===== src/inc/tbs_pkg.sv =====
/*
 * Shared constants for the trace-buffer sync counter and integration-test
 * register bank: register offsets, field positions, reset values, widths.
 * Assumes a 12-bit APB byte address and 32-bit APB data.
 */
package tbs_pkg;

    // ----------------------------------------
    // Widths
    // ----------------------------------------
    localparam int ADDR_W = 12;
    localparam int DATA_W = 32;
    localparam int ATB_DATA_W = 128;
    localparam int ATB_BYTES_W = 4;
    localparam int ATID_W = 7;
    localparam int CODE_W = 5;
    localparam int CNT_W = 28;             // Holds 2^27
    localparam int BCNT_W = 5;             // Bytes stored per cycle, 0..16
    localparam int DCAP_W = 1 + ATB_DATA_W / 8;

    // ----------------------------------------
    // Register offsets (byte addresses)
    // ----------------------------------------
    localparam logic [ADDR_W-1:0] OFF_SPC = 12'h308;
    localparam logic [ADDR_W-1:0] OFF_EVT = 12'hEE0;
    localparam logic [ADDR_W-1:0] OFF_TFIN = 12'hEE8;
    localparam logic [ADDR_W-1:0] OFF_DATA = 12'hEEC;
    localparam logic [ADDR_W-1:0] OFF_ATBO = 12'hEF0;
    localparam logic [ADDR_W-1:0] OFF_ID = 12'hEF4;
    localparam logic [ADDR_W-1:0] OFF_ATBI = 12'hEF8;
    localparam logic [ADDR_W-1:0] OFF_IMC = 12'hF00;

    // ----------------------------------------
    // Sync period field values and reset
    // ----------------------------------------
    localparam logic [CODE_W-1:0] CODE_OFF = 5'h00;
    localparam logic [CODE_W-1:0] CODE_MIN = 5'h07;
    localparam logic [CODE_W-1:0] CODE_MAX = 5'h1B;
    localparam logic [CODE_W-1:0] CODE_RST = 5'h0A;
    localparam logic [DATA_W-1:0] SPC_RST = 32'h0000000A;
    localparam int SPC_FSI_BIT = 5;

    // ----------------------------------------
    // Field positions
    // ----------------------------------------
    localparam int EVT_BUFINTR = 3;
    localparam int EVT_FLUSHCOMP = 2;
    localparam int EVT_FULL = 1;
    localparam int EVT_ACQCOMP = 0;
    localparam int ATBO_SYNCREQ = 2;
    localparam int ATBO_AFVALID = 1;
    localparam int ATBO_ATREADY = 0;
    localparam int TFIN_FLUSH = 1;
    localparam int TFIN_TRIG = 0;
    localparam int ATBI_BYTES_LSB = 8;
    localparam int ATBI_WAKEUP = 2;
    localparam int ATBI_AFREADY = 1;
    localparam int ATBI_ATVALID = 0;
    localparam int IMC_EN = 0;

    // Reserved codes fold onto the largest legal code
    function automatic logic [CODE_W-1:0] tbs_legal_code(input logic [CODE_W-1:0] c);
        if (c == CODE_OFF || (c >= CODE_MIN && c <= CODE_MAX)) begin
            return c;
        end
        return CODE_MAX;
    endfunction

    // Counter reload for a legal code: 2^code bytes
    function automatic logic [CNT_W-1:0] tbs_reload(input logic [CODE_W-1:0] c);
        return {{(CNT_W-1){1'b0}}, 1'b1} << c;
    endfunction

endpackage


===== src/inc/tbs_sync_if.sv =====
/*
 * Link between the register bank and the sync byte counter.
 * Assumes both ends run on the same clock.
 */
`timescale 1ns/100ps
interface tbs_sync_if;
    import tbs_pkg::*;
    logic capture_en;              // Trace capture enabled
    logic [CODE_W-1:0] code;       // Programmed period code
    logic [BCNT_W-1:0] bytes;      // Bytes stored this cycle
    logic expire;                  // One-cycle pulse: counter hit zero

    modport regs (output capture_en, output code, output bytes, input expire);
    modport cnt (input capture_en, input code, input bytes, output expire);
endinterface


===== src/verilog/tbs_sync_cnt.sv =====
/*
 * Periodic synchronization byte counter.
 * Assumes bytes reports what was written to trace memory this cycle, and
 * that the code it sees is already legal (0 or 7..27).
 */
`timescale 1ns/100ps
module tbs_sync_cnt
    import tbs_pkg::*;
(
    input wire logic pclk,
    input wire logic presetn,
    tbs_sync_if.cnt sif
);

    // ----------------------------------------
    // State
    // ----------------------------------------
    typedef struct packed {
        logic [CNT_W-1:0] cnt;     // Bytes left until next request
        logic en_q;                // Capture enable last cycle
        logic expire;              // Expiry pulse
    } tbs_cnt_st_t;

    tbs_cnt_st_t st_r;
    tbs_cnt_st_t st_nxt;
    logic [CNT_W-1:0] bytes_w;     // Byte count widened to the counter

    assign bytes_w = {{(CNT_W-BCNT_W){1'b0}}, sif.bytes};
    assign sif.expire = st_r.expire;

    // Next-state: load, count down, reload on expiry
    always_comb begin
        st_nxt = st_r;
        st_nxt.en_q = sif.capture_en;
        st_nxt.expire = 1'b0;
        if (!sif.capture_en || sif.code == CODE_OFF) begin
            // Hold: capture off or sync disabled
            st_nxt.cnt = st_r.cnt;
        end else if (!st_r.en_q || st_r.cnt == '0) begin
            st_nxt.cnt = tbs_reload(sif.code);
        end else if (bytes_w >= st_r.cnt) begin
            // While counting, a new code only takes effect here, at zero
            st_nxt.cnt = tbs_reload(sif.code);
            st_nxt.expire = 1'b1;
        end else begin
            st_nxt.cnt = st_r.cnt - bytes_w;
        end
    end

    // State register
    always_ff @(posedge pclk or negedge presetn) begin
        if (!presetn) begin
            st_r <= '0;
        end else begin
            st_r <= st_nxt;
        end
    end
endmodule // tbs_sync_cnt


===== src/verilog/tbs_regs.sv =====
/*
 * Trace-buffer sync period register and integration-test register bank,
 * reached over APB. Drives sync requests and frame sync inserts in normal
 * operation and lets software drive/observe pins in integration mode.
 * Assumes ATB and functional event signals come from logic on pclk;
 * trigin and flushin come from outside and are synchronised here.
 */
// Chosen here: the APB slave port.
//
// Operation
// Count down stored trace bytes while capturing
// Counter zero raises sync request upstream
// New period loads only at next zero
// Code zero disables; 7..27 gives 2^code
// Reserved codes stored as 0x1B
// Sync period register resets to 0x0A
// Read returns programmed value, not count
// Expiry with embed bit inserts frame sync
// Embed bit needs formatting active
// Test registers RAZ/WI outside integration mode
// Event test register drives event outputs
// ATB output test register drives ATB outputs
// Sticky bits catch trigin/flushin rising edges
// Sticky bits clear on read or exit
// Data capture returns selected atdata_s bits
// ID capture returns live atid_s
// Control capture returns live ATB controls
// Input capture writes ignored, reads live
// Mode control bit 0 enters integration
// Formatting on if formatter or trigger insert
// Counter loads period when capture starts
// Code zero: no counting, no requests
`timescale 1ns/100ps
module tbs_regs
    import tbs_pkg::*;
(
    input wire logic pclk,
    input wire logic presetn,
    // APB slave
    input wire logic psel,
    input wire logic penable,
    input wire logic pwrite,
    input wire logic [ADDR_W-1:0] paddr,
    input wire logic [DATA_W-1:0] pwdata,
    output logic [DATA_W-1:0] prdata,
    output logic pready,
    output logic pslverr,
    // Sink control from the formatter block
    input wire logic trace_capture_en,
    input wire logic formatter_en,
    input wire logic trigger_insert_en,
    input wire logic [BCNT_W-1:0] byte_store_cnt,
    output logic frame_sync_req,
    // Functional values of pins the test registers can take over
    input wire logic func_atready,
    input wire logic func_afvalid,
    input wire logic [3:0] func_evt,
    // ATB slave port
    input wire logic [ATB_DATA_W-1:0] atdata_s,
    input wire logic [ATID_W-1:0] atid_s,
    input wire logic [ATB_BYTES_W-1:0] atbytes_s,
    input wire logic atvalid_s,
    input wire logic afready_s,
    input wire logic atwakeup_s,
    output logic atready_s,
    output logic afvalid_s,
    output logic syncreq_s,
    // Event pins
    input wire logic trigin,
    input wire logic flushin,
    output logic bufintr,
    output logic flushcomp,
    output logic full,
    output logic acqcomp
);

    // ----------------------------------------
    // State
    // ----------------------------------------
    typedef struct packed {
        logic [CODE_W-1:0] code;   // Period code, always legal
        logic fsi;                 // Frame sync insert enable
        logic itmode;              // Integration mode
        logic [3:0] evt;           // Event test values
        logic [2:0] atbo;          // ATB output test values
        logic [1:0] tfin;          // Sticky flush/trigger bits
        logic [2:0] trig_s;        // Sync ff1, ff2, previous
        logic [2:0] flush_s;       // Sync ff1, ff2, previous
        logic pready;              // APB answer
        logic pslverr;             // APB error
        logic [DATA_W-1:0] prdata; // APB read data
        logic syncreq;             // Output flops
        logic afvalid;
        logic atready;
        logic [3:0] evt_out;
        logic frame_sync;
    } tbs_regs_st_t;

    tbs_regs_st_t st_r;
    tbs_regs_st_t st_nxt;

    tbs_sync_if sif ();

    // Reset image: period code at its default, all else clear
    localparam tbs_regs_st_t ST_RST = '{code: CODE_RST, default: '0};

    // ----------------------------------------
    // Helpers
    // ----------------------------------------

    // Mapped register check
    function automatic logic addr_ok(input logic [ADDR_W-1:0] a);
        unique case (a)
            OFF_SPC, OFF_EVT, OFF_TFIN, OFF_DATA, OFF_ATBO,
            OFF_ID, OFF_ATBI, OFF_IMC: addr_ok = 1'b1;
            default: addr_ok = 1'b0;
        endcase
    endfunction

    // Integration-test register check
    function automatic logic addr_itest(input logic [ADDR_W-1:0] a);
        addr_itest = addr_ok(a) && a != OFF_SPC && a != OFF_IMC;
    endfunction

    // Data capture: bit 0, then the top bit of every byte
    function automatic logic [DCAP_W-1:0] dcap(input logic [ATB_DATA_W-1:0] d);
        dcap[0] = d[0];
        for (int k = 1; k < DCAP_W; k++) begin
            dcap[k] = d[8*k-1];
        end
    endfunction

    // ----------------------------------------
    // Counter hookup
    // ----------------------------------------
    assign sif.capture_en = trace_capture_en;
    assign sif.code = st_r.code;
    assign sif.bytes = byte_store_cnt;

    tbs_sync_cnt tbs_sync_cnt_inst (
        .pclk(pclk),
        .presetn(presetn),
        .sif(sif)
    );

    // ----------------------------------------
    // Combinational next state
    // ----------------------------------------
    logic acc_first;               // First access cycle: compute answer
    logic acc_done;                // Completing edge: commit effects
    logic fmt_on;                  // Formatting active
    logic trig_edge;
    logic flush_edge;
    logic [DATA_W-1:0] rd_val;

    assign acc_first = psel && penable && !st_r.pready;
    assign acc_done = psel && penable && st_r.pready;
    assign fmt_on = formatter_en || trigger_insert_en;
    // Edge detect looks only at the second sync stage
    assign trig_edge = st_r.trig_s[1] && !st_r.trig_s[2];
    assign flush_edge = st_r.flush_s[1] && !st_r.flush_s[2];

    // Read mux
    always_comb begin
        rd_val = '0;
        unique case (paddr)
            OFF_SPC: begin
                // Programmed values only, never the live count
                rd_val[SPC_FSI_BIT] = st_r.fsi;
                rd_val[CODE_W-1:0] = st_r.code;
            end
            OFF_IMC: begin
                rd_val[IMC_EN] = st_r.itmode;
            end
            OFF_TFIN: begin
                if (st_r.itmode) begin
                    rd_val[1:0] = st_r.tfin;
                end
            end
            OFF_DATA: begin
                if (st_r.itmode) begin
                    rd_val[DCAP_W-1:0] = dcap(atdata_s);
                end
            end
            OFF_ID: begin
                if (st_r.itmode) begin
                    rd_val[ATID_W-1:0] = atid_s;
                end
            end
            OFF_ATBI: begin
                if (st_r.itmode) begin
                    rd_val[ATBI_BYTES_LSB +: ATB_BYTES_W] = atbytes_s;
                    rd_val[ATBI_WAKEUP] = atwakeup_s;
                    rd_val[ATBI_AFREADY] = afready_s;
                    rd_val[ATBI_ATVALID] = atvalid_s;
                end
            end
            // Write-only test registers and unmapped read zero
            default: rd_val = '0;
        endcase
    end

    // Register updates, sticky flags, outputs
    always_comb begin
        st_nxt = st_r;

        // Two-stage synchronisers plus history flop
        st_nxt.trig_s = {st_r.trig_s[1:0], trigin};
        st_nxt.flush_s = {st_r.flush_s[1:0], flushin};

        // APB: one wait state, answer registered
        st_nxt.pready = acc_first;
        st_nxt.pslverr = acc_first && !addr_ok(paddr);
        st_nxt.prdata = (acc_first && !pwrite) ? rd_val : '0;

        // Writes land on the completing edge only
        if (acc_done && pwrite) begin
            unique case (paddr)
                OFF_SPC: begin
                    st_nxt.code = tbs_legal_code(pwdata[CODE_W-1:0]);
                    st_nxt.fsi = pwdata[SPC_FSI_BIT];
                end
                OFF_IMC: begin
                    st_nxt.itmode = pwdata[IMC_EN];
                end
                OFF_EVT: begin
                    if (st_r.itmode) begin
                        st_nxt.evt = pwdata[3:0];
                    end
                end
                OFF_ATBO: begin
                    if (st_r.itmode) begin
                        st_nxt.atbo = pwdata[2:0];
                    end
                end
                // Capture registers and unmapped: ignored
                default: st_nxt.code = st_r.code;
            endcase
        end

        // Clear only the bits that were actually returned, so an edge
        // arriving between answer and commit is not lost
        if (acc_done && !pwrite && paddr == OFF_TFIN) begin
            st_nxt.tfin = st_r.tfin & ~st_r.prdata[1:0];
        end

        // Set wins over read-clear; leaving the mode clears
        if (st_r.itmode) begin
            st_nxt.tfin[TFIN_FLUSH] = st_nxt.tfin[TFIN_FLUSH] | flush_edge;
            st_nxt.tfin[TFIN_TRIG] = st_nxt.tfin[TFIN_TRIG] | trig_edge;
        end else begin
            st_nxt.tfin = '0;
        end

        // Output flops: test values take over in integration mode
        if (st_nxt.itmode) begin
            st_nxt.syncreq = st_nxt.atbo[ATBO_SYNCREQ];
            st_nxt.afvalid = st_nxt.atbo[ATBO_AFVALID];
            st_nxt.atready = st_nxt.atbo[ATBO_ATREADY];
            st_nxt.evt_out = st_nxt.evt;
        end else begin
            st_nxt.syncreq = sif.expire;
            st_nxt.afvalid = func_afvalid;
            st_nxt.atready = func_atready;
            st_nxt.evt_out = func_evt;
        end

        // Frame sync only when formatting; bypass ignores the bit
        st_nxt.frame_sync = sif.expire && st_r.fsi && fmt_on;
    end

    // ----------------------------------------
    // State register
    // ----------------------------------------
    always_ff @(posedge pclk or negedge presetn) begin
        if (!presetn) begin
            st_r <= ST_RST;
        end else begin
            st_r <= st_nxt;
        end
    end

    // ----------------------------------------
    // Outputs, all straight from flops
    // ----------------------------------------
    assign prdata = st_r.prdata;
    assign pready = st_r.pready;
    assign pslverr = st_r.pslverr;
    assign syncreq_s = st_r.syncreq;
    assign afvalid_s = st_r.afvalid;
    assign atready_s = st_r.atready;
    assign bufintr = st_r.evt_out[EVT_BUFINTR];
    assign flushcomp = st_r.evt_out[EVT_FLUSHCOMP];
    assign full = st_r.evt_out[EVT_FULL];
    assign acqcomp = st_r.evt_out[EVT_ACQCOMP];
    assign frame_sync_req = st_r.frame_sync;
endmodule // tbs_regs


===== config.mk =====
export PLATFORM = sky130hd
export DESIGN_NAME = tbs_regs
export DESIGN_NICKNAME = d
export VERILOG_FILES = /design/src/inc/tbs_pkg.sv /design/src/inc/tbs_sync_if.sv /design/src/verilog/tbs_sync_cnt.sv /design/src/verilog/tbs_regs.sv
export SDC_FILE = /design/constraint.sdc
export NUM_CORES = 1
export LEC_CHECK = 0
export BUFFER_PORTS_ARGS = -buffer_cell sky130_fd_sc_hd__buf_4
export CAP_MARGIN = 10
export CORE_MARGIN = 2
export CORE_UTILIZATION = 30
export CTS_CLUSTER_DIAMETER = 200
export DETAILED_ROUTE_END_ITERATION = 6
export PLACE_DENSITY = 0.61
export SKIP_LAST_GASP = 1
export SLEW_MARGIN = 10
export SYNTH_ARGS = -nofsm -noshare
export SYNTH_HDL_FRONTEND = slang
export SYNTH_SLANG_ARGS = --single-unit

===== constraint.sdc =====
create_clock -name pclk -period 3.45 [get_ports pclk]
set_input_delay 0.1725 -clock pclk [delete_from_list [all_inputs] [get_ports pclk]]
set_output_delay 0.1725 -clock pclk [all_outputs]
set_load 0.02 [all_outputs]

==> impl_metrics.ini, run 1 <==
[critical_path]
worstPathMaxFanout = 22
worstSetupStartpointType = flip-flop
critPathRequiredTime_ns = 3.68
endpoint_kind = flip-flop
r2r_start = tbs_sync_cnt_inst.st_r[2]
ff2ff_path_depth = 10
reg2reg_to = tbs_sync_cnt_inst.st_r[16]
cp_data_arrival_time_ns = 3.31
rrSetupSlack_ns = 0.37
critical_path_class = flip-flop to flip-flop

[logic_synthesis]
avgSynthCellArea_um2 = 9.48
synth-main-ff-cell = dfrtp_1
synth_edf_count = 0
yosysTopAreaCell = dfrtp_1
synthCells = 482
yosysSeqAreaShare_pct = 43.3
ys_async_sr_fraction_pct = 100
syn_area_um2 = 4570
synthDistinctLibCells = 70
yosysTopAreaCellShare_pct = 42.2
ys_ff_latch = 79
synthTopCellsByArea = dfrtp_1 42%, buf_4 5.3%, mux2_2 4.2%
yosys_warnings = 0

[die]
io_pins = 249
die-area_um2 = 16200
initial_core_util_pct = 30.4
die_w_um = 127
rows = 45
core_um2 = 15000
die_h_um = 127

[finish]
utilization_pct = 37.4
finalNonFillerCells = 747
diodes = 0
layout-drive-gt1-share_pct = 27.4
fin_nets = 767
synthToLayoutAreaGrowth_pct = 23.1

[sta]
tns_ns = 0
maxSlewViolCount = 0
clock.fmax_mhz = 324
grt_setup_unrepaired = no
finalCritPeriodShare_pct = 89.4
slew_headroom_pct = 23.6
setup_viol = 0
finClkSkew_ns = 0.00869
tightest_slew_ns = 1.14
hold_viol = 13
period_minus_slack_ns = 3.08
holdWs_ns = -0.00748

[drt]
ant_nets = 0
vias = 3957
avgViaCountPerCell = 5.30
drt-total-wl_um = 12700
dr.pass1.iters = 4
route.detailed.drc = 0
drt-wirelength-per-cell_um = 17.0
drtIter0Drc = 323

[min_path]
hp-class = input port to asynchronous set/reset pin

[power]
powerDensity_nw_per_um2 = 597
fin_total_pwr_mw = 3.36
leakage_nw = 2.62
peakVddDrop_mv = 0.264

[clock_tree]
cts_tree = yes
clk_latency_ns = 0.35
cts.path.max_buffers = 2
post_cts_buffers = 0
cts.clk_slew.worst_paths_ns = 0.06
cts-htree-levels = 3
cts-buffers-inserted = 9
cts_resized = 0
numClockSinks = 79
clockRootBuffer = clkbuf_16

[global_routing]
grt_pass1_wl_um = 20400
grt_max_degree = 80
antenna_found_initial = 0
first_global_vias = 3807
grt_overflow = 0
grt.total_usage_pct = 16.1

[job]
drv_cap = 0

[outcome]
status = finished with violations
violations = hold timing

[placed_design]
dp.cells = 728
dp_hpwl_um = 9470
port-buffer-count = 96
gp_congestion = 0.900
==> metal layers <==
layer  routed length, um  track usage (%)
met1                6230             23.3
met2                5290             23.0
met3                 975             4.52
met4                 232             5.88
met5                   0                0
==> flip-flops by register name (all words and copies together), names as in the netlist, 4 cells and up <==
name,flops
tbs_sync_cnt_inst.st_r,29
prdata,17
st_r,13
sif.code,5
st_nxt,4
==> stage by stage <==
stage | setup WS [ns] | instance area, um2
floorplan | 0.861 | 4620
global placement | 0.505 | 5260
detailed placement | 0.427 | 5260
CTS | 0.414 | 5630
global route | 0.170 | 5630
finish | 0.366 | 5630
==> cell families (layout without fill, tap and decap cells) <==
family | count (synthesis) | in the layout | synth area share [%]
AND/OR/NAND/NOR | 194 | 194 | 22.8
AO/OA/AOI/OAI | 107 | 107 | 17.4
flip-flops | 79 | 79 | 43.3
buffers and inverters | 72 | 135 | 9.12
multiplexers | 20 | 20 | 4.95
adder cells (fa/ha/maj) | 6 | 6 | 1.81
XOR/XNOR | 3 | 3 | 0.575
other | 1 | 15 | 0.0820
==> how the worst max path moves through the flow <==
stage	start	to	slack, ns	depth (start not counted)
finish	tbs_sync_cnt_inst.st_r[2]	tbs_sync_cnt_inst.st_r[16]	0.37	10
global route	tbs_sync_cnt_inst.st_r[2]	tbs_sync_cnt_inst.st_r[16]	0.17	10
CTS	tbs_sync_cnt_inst.st_r[2]	tbs_sync_cnt_inst.st_r[16]	0.41	10
detailed placement	tbs_sync_cnt_inst.st_r[2]	tbs_sync_cnt_inst.st_r[16]	0.43	10
global placement	tbs_sync_cnt_inst.st_r[2]	tbs_sync_cnt_inst.st_r[16]	0.50	10
floorplan	tbs_sync_cnt_inst.st_r[2]	tbs_sync_cnt_inst.st_r[4]	0.86	11
==> cells in the mapped netlist, drive strengths merged (4+ instances only) <==
| library cell | count |
|---|---|
| and2 | 7 |
| nor3 | 18 |
| and3 | 11 |
| nor2 | 39 |
| inv | 14 |
| nand3 | 21 |
| clkbuf | 15 |
| dfrtp | 77 |
| a21o | 6 |
| or4 | 5 |
| o31ai | 4 |
| o21ai | 12 |
| nor4 | 13 |
| a21boi | 5 |
| o211ai | 15 |
| o21a | 4 |
| buf | 43 |
| o221ai | 7 |
| or3 | 16 |
| nand3b | 4 |
| a211o | 4 |
| nand2b | 4 |
| a21oi | 17 |
| mux2 | 18 |
| nor2b | 6 |
| a22oi | 11 |
| ha | 5 |
| nand2 | 37 |
==> report_power, final <==
part           total (mW)  switching [mW]  internal (mW)
registers            1.19           0.133           1.05
logic                1.10           0.666          0.437
clock network        1.07           0.420          0.649
==> timing repair <==
action | CTS | global route
hold endpoints to repair | 3 | 0
hold buffers | 3 | 0
endpoints found under the setup margin | 0 | 0
==> cell usage in the layout (no fill, tap or decap), types with 4 or more instances in the layout <==
cell type,Yosys,final
o221ai_1,7,7
or4_1,5,5
o21a_1,4,4
a22oi_1,11,11
o211ai_1,14,14
nand3_1,21,21
a211o_1,4,4
nand2b_1,4,4
nor2_1,39,39
and3_1,11,11
a21o_1,6,6
nor2b_1,6,6
conb_1,1,15
nand3b_1,4,4
a21oi_1,16,16
inv_6,0,4
nand2_1,35,35
o31ai_1,4,4
nor3_1,17,17
and2_1,7,7
dfrtp_1,77,77
o21ai_0,9,9
inv_1,14,14
mux2_2,17,17
nor4_1,11,11
clkbuf_16,0,9
or3_1,15,15
ha_1,5,5
buf_4,32,102
a21boi_0,4,4
==> final cells by class <==
class / instances / area [um2]
Timing Repair Buffer: 105 / 796
Fill cell: 1490 / 9410
Tap cell: 188 / 235
Sequential cell: 79 / 1980
Inverter: 14 / 52.6
Multi-Input combinational cell: 345 / 2230
Clock buffer: 9 / 225
Clock inverter: 7 / 106
==> worst max-delay path, cell delays in order (launching register included) <==
cell      delay, ns
dfrtp_1        0.38
inv_1          0.05
ha_1           0.19
inv_1          0.07
fa_1           0.22
a211o_1        0.18
a21oi_1        0.09
or3_1          0.43
a21boi_2       0.88
nor3_1         0.15
a311o_1        0.32
(Power assumes the default switching activity.)
==> inputs of run 2 (changes only) <==
HOLD_SLACK_MARGIN = 0.02   (was not set)
==> impl_metrics.ini, run 2 (synthesized netlist as in run 1, its figures left out) <==
[finish]
layout-drive-gt1-share_pct = 27.3
fin_nets = 768
multi_input_area_um2 = 2230
synthToLayoutAreaGrowth_pct = 23.3
top_register = tbs_sync_cnt_inst.st_r
diodes = 0
seq_area_um2 = 1980
largest_reg_flops = 29
final_common_cell = buf_4
fillers = 1489
most-common-layout-cells = 102 x buf_4, 77 x dfrtp_1, 39 x nor2_1

[clock_tree]
clockRootBuffer = clkbuf_16
numClockSinks = 79
cts-buffers-inserted = 9
cts.clk_slew.worst_paths_ns = 0.07
post_cts_buffers = 0
cts.hold.buffers_added = 4
cts_resized = 0
cts_tree = yes
cts.path.max_buffers = 2
cts-htree-levels = 3
clk_latency_ns = 0.35

[drt]
route.detailed.drc = 0
ant_nets = 0
drt-total-wl_um = 12700
drt-wirelength-per-cell_um = 17.0
avgViaCountPerCell = 5.29
dr.pass1.iters = 5
drtIter0Drc = 336
vias = 3957

[critical_path]
endpoint_kind = flip-flop
cp_slowest_cell = a21boi_2
worstSetupStartpointType = flip-flop
cp_data_arrival_time_ns = 3.33
worstPathMaxFanout = 22
cp_common_cell = inv_1
rrSetupSlack_ns = 0.35
critPathRequiredTime_ns = 3.68
crit_chain = inv_1 -> ha_1 -> inv_1 -> fa_1 -> a211o_1 -> a21oi_1 -> or3_1 -> a21boi_2 -> nor3_1 -> a311o_1
ff2ff_path_depth = 10
critPathMaxStageDelay_ns = 0.89
critical_path_class = flip-flop to flip-flop

[global_routing]
grt.total_usage_pct = 16.2
grt_pass1_wl_um = 20500
grt_max_degree = 80
first_global_vias = 3809
grt_overflow = 0
antenna_found_initial = 0

[outcome]
status = finished with violations
violations = hold timing

[power]
powerDensity_nw_per_um2 = 597
swShare_pct = 36.4
intPower_mw = 2.14
p_comb_share_pct = 32.8
switching_power_mw = 1.22
leakage_nw = 2.63
peakVddDrop_mv = 0.266
seqPwrFrac_pct = 35.3
p_clk_share_pct = 31.9

[sta]
grt_setup_unrepaired = no
finClkSkew_ns = 0.00870
clock.fmax_mhz = 323
tightest_slew_ns = 1.16
setup_viol = 0
maxSlewViolCount = 0
period_minus_slack_ns = 3.10
hold_viol = 15
finalCritPeriodShare_pct = 89.8
holdWs_ns = -0.0118
worst_slack_ns = 0.353
tns_ns = 0
slew_headroom_pct = 22.1

[die]
die_w_um = 127
rows = 45
initial_core_util_pct = 30.4
io_pins = 249
core_um2 = 15000
die-area_um2 = 16200
die_h_um = 127

[placed_design]
gp_congestion = 0.900
place_ws_ns = 0.427
port-buffer-count = 96
dp_hpwl_um = 9470

[job]
drv_cap = 0

[min_path]
hp-class = input port to asynchronous set/reset pin
==> run 2: worst max-delay path: cells and delay by family (launching register included) <==
kind                     cells  cell delay [ns]
AO/OA/AOI/OAI                4             1.48
AND/OR/NAND/NOR              2             0.58
adder cells (fa/ha/maj)      2             0.41
flip-flops                   1             0.38
buffers and inverters        2             0.13
==> run 2: through the flow <==
stage | hold slack, ns | instances | power (mW) | util, % | area (um2)
floorplan | -0.123 | 496 | 1.99 | - | 4620
global placement | 0.285 | 728 | 2.25 | 35.0 | 5260
detailed placement | 0.284 | 728 | 2.28 | 35.0 | 5260
CTS | 0.0228 | 748 | 3.38 | 37.5 | 5640
global route | 0.0390 | 748 | 3.58 | 37.5 | 5640
finish | -0.0118 | 748 | 3.37 | 37.5 | 5640
==> run 2: final cells by class <==
class / count / share of cell area, %
multi-input cells: 345 / 39.6
flip-flops and latches: 79 / 35.1
repair buffers: 106 / 14.3
well taps: 188 / 4.17
clock buffers: 9 / 4.00
clock inverters: 7 / 1.89
inverters: 14 / 0.933
==> run 2: final timing paths <==
| kind | end | startpoint |
|---|---|---|
| setup / recovery | tbs_sync_cnt_inst.st_r[16] | tbs_sync_cnt_inst.st_r[2] |
| hold / removal | tbs_sync_cnt_inst.st_r[26] | presetn |
| setup reg to reg | tbs_sync_cnt_inst.st_r[16] | tbs_sync_cnt_inst.st_r[2] |
| hold reg to reg | st_nxt[44] | st_nxt[43] |
| max in group asynchronous | st_r[49] | presetn |
| min in group pclk | prdata[4] | atdata_s[31] |
==> run 2: power by group through the flow <==
stage,registers [mW],clock network (mW),logic (mW)
3_5_place_dp,1.20,0,1.09
4_1_cts,1.18,1.10,1.09
5_1_grt,1.21,1.15,1.22
3_3_place_gp,1.19,0,1.06
6_report,1.19,1.07,1.10
2_1_floorplan,1.17,0,0.826
==> run 2: per-layer routing <==
metal | vias to the layer above | global-route usage (%) | wire length [um]
li1 | 1875 | - | -
met1 | 1880 | 23.3 | 6210
met2 | 182 | 23.1 | 5250
met3 | 20 | 4.48 | 1010
met4 | 0 | 5.82 | 239
met5 | - | 0 | 0
==> inputs of run 3 (changes only) <==
CORE_ASPECT_RATIO = 1.2   (was not set)
==> impl_metrics.ini, run 3 (synthesized netlist as in run 1, its figures left out) <==
[drt]
avgViaCountPerCell = 5.12
drt-wirelength-per-cell_um = 16.6
wl_met3_um = 1070
routed.top_layer = met4
wl_met2_um = 5530
ant_nets = 0
wl_met1_um = 5800
route.detailed.drc = 0
drt-total-wl_um = 12700
drtIter0Drc = 385
dr.pass1.iters = 5
vias = 3907

[finish]
synthToLayoutAreaGrowth_pct = 22.3
most-common-layout-cells = 102 x buf_4, 77 x dfrtp_1, 39 x nor2_1
final_area_um2 = 5590
diodes = 0
final_common_cell = buf_4
fillers = 1523
top_register = tbs_sync_cnt_inst.st_r
largest_reg_flops = 29
layout-drive-gt1-share_pct = 27.0
fin_nets = 767

[global_routing]
grt_max_degree = 80
grt_pass1_wl_um = 20400
grt.total_usage_pct = 16.2
grt_overflow = 0
antenna_found_initial = 0
first_global_vias = 3874

[critical_path]
worstPathMaxFanout = 22
rrSetupSlack_ns = 0.39
worstSetupStartpointType = flip-flop
critical_path_class = flip-flop to flip-flop
r2r_start = tbs_sync_cnt_inst.st_r[2]
critPathRequiredTime_ns = 3.67
endpoint_kind = flip-flop
ff2ff_path_depth = 10
cp_data_arrival_time_ns = 3.28
reg2reg_to = tbs_sync_cnt_inst.st_r[16]

[clock_tree]
cts.clk_slew.worst_paths_ns = 0.06
clockRootBuffer = clkbuf_16
cts-buffers-inserted = 9
cts-htree-levels = 3
numClockSinks = 79
cts.hold.buffers_added = 3
cts_tree = yes
post_cts_buffers = 0
clk_latency_ns = 0.34
cts_resized = 0
cts.path.max_buffers = 2

[sta]
tightest_slew_ns = 1.13
slew_headroom_pct = 24.2
finalCritPeriodShare_pct = 88.8
holdWs_ns = -0.0203
setup_viol = 0
worst_slack_ns = 0.386
maxSlewViolCount = 0
period_minus_slack_ns = 3.06
grt_setup_unrepaired = no
tns_ns = 0
finClkSkew_ns = 0.00793
hold_viol = 7
clock.fmax_mhz = 326

[power]
powerDensity_nw_per_um2 = 568
leakage_nw = 2.59
fin_total_pwr_mw = 3.18
p_comb_share_pct = 34.5
seqPwrFrac_pct = 37.4
intPower_mw = 2.00
switching_power_mw = 1.17
p_clk_share_pct = 28.1
peakVddDrop_mv = 0.232
swShare_pct = 37.0

[placed_design]
port-buffer-count = 96
place_ws_ns = 0.416
dp_hpwl_um = 9530
placedInstanceArea_um2 = 5280
gp_congestion = 0.893

[job]
drv_cap = 0

[outcome]
violations = hold timing
status = finished with violations

[die]
rows = 49
core_um2 = 15000
initial_core_util_pct = 30.6
io_pins = 249
die_h_um = 139
die-area_um2 = 16200
die_w_um = 117

[min_path]
hp-class = input port to asynchronous set/reset pin
-- run 3: per-layer routing --
metal | global-route usage [%] | up-vias
li1 | - | 1862
met1 | 22.9 | 1861
met2 | 23.7 | 167
met3 | 4.22 | 17
met4 | 6.19 | 0
met5 | 0 | -
-- run 3: worst max path at each step --
stage                                   start                         end  cells past startpoint
finish              tbs_sync_cnt_inst.st_r[2]  tbs_sync_cnt_inst.st_r[16]                     10
global route        tbs_sync_cnt_inst.st_r[2]  tbs_sync_cnt_inst.st_r[16]                     10
CTS                 tbs_sync_cnt_inst.st_r[2]  tbs_sync_cnt_inst.st_r[16]                     10
detailed placement  tbs_sync_cnt_inst.st_r[2]  tbs_sync_cnt_inst.st_r[16]                     10
global placement    tbs_sync_cnt_inst.st_r[2]  tbs_sync_cnt_inst.st_r[16]                     10
floorplan           tbs_sync_cnt_inst.st_r[2]   tbs_sync_cnt_inst.st_r[4]                     11
-- run 3: worst max-delay path, cell delays in order, from the launching register on --
cell	delay (ns)
dfrtp_1	0.37
inv_1	0.05
ha_1	0.19
inv_1	0.08
fa_1	0.23
a211o_1	0.18
a21oi_1	0.09
or3_1	0.42
a21boi_2	0.87
nor3_1	0.15
a311o_1	0.31
-- run 3: power groups by stage --
stage                     logic, mW  clock network [mW]  registers, mW
after global placement         1.06                   0           1.19
after detailed placement       1.08                   0           1.20
after CTS                      1.09               0.913           1.18
final                          1.10               0.893           1.19
after floorplan               0.826                   0           1.17
after global routing           1.21               0.955           1.21
-- run 3: area by class of cell --
class / count / area [um2] / share of cell area [%]
Clock buffer: 12 / 246 / 4.41
Tap cell: 204 / 255 / 4.57
Timing Repair Buffer: 105 / 796 / 14.2
Sequential cell: 79 / 1980 / 35.4
Multi-Input combinational cell: 345 / 2230 / 39.9
Clock inverter: 4 / 30.0 / 0.537
Inverter: 14 / 52.6 / 0.940
-- run 3: stage by stage --
step                util (%)  cells
detailed placement      35.3    744
global placement        35.3    744
finish                  37.4    763
global route            37.4    763
floorplan                  -    496
CTS                     37.4    763
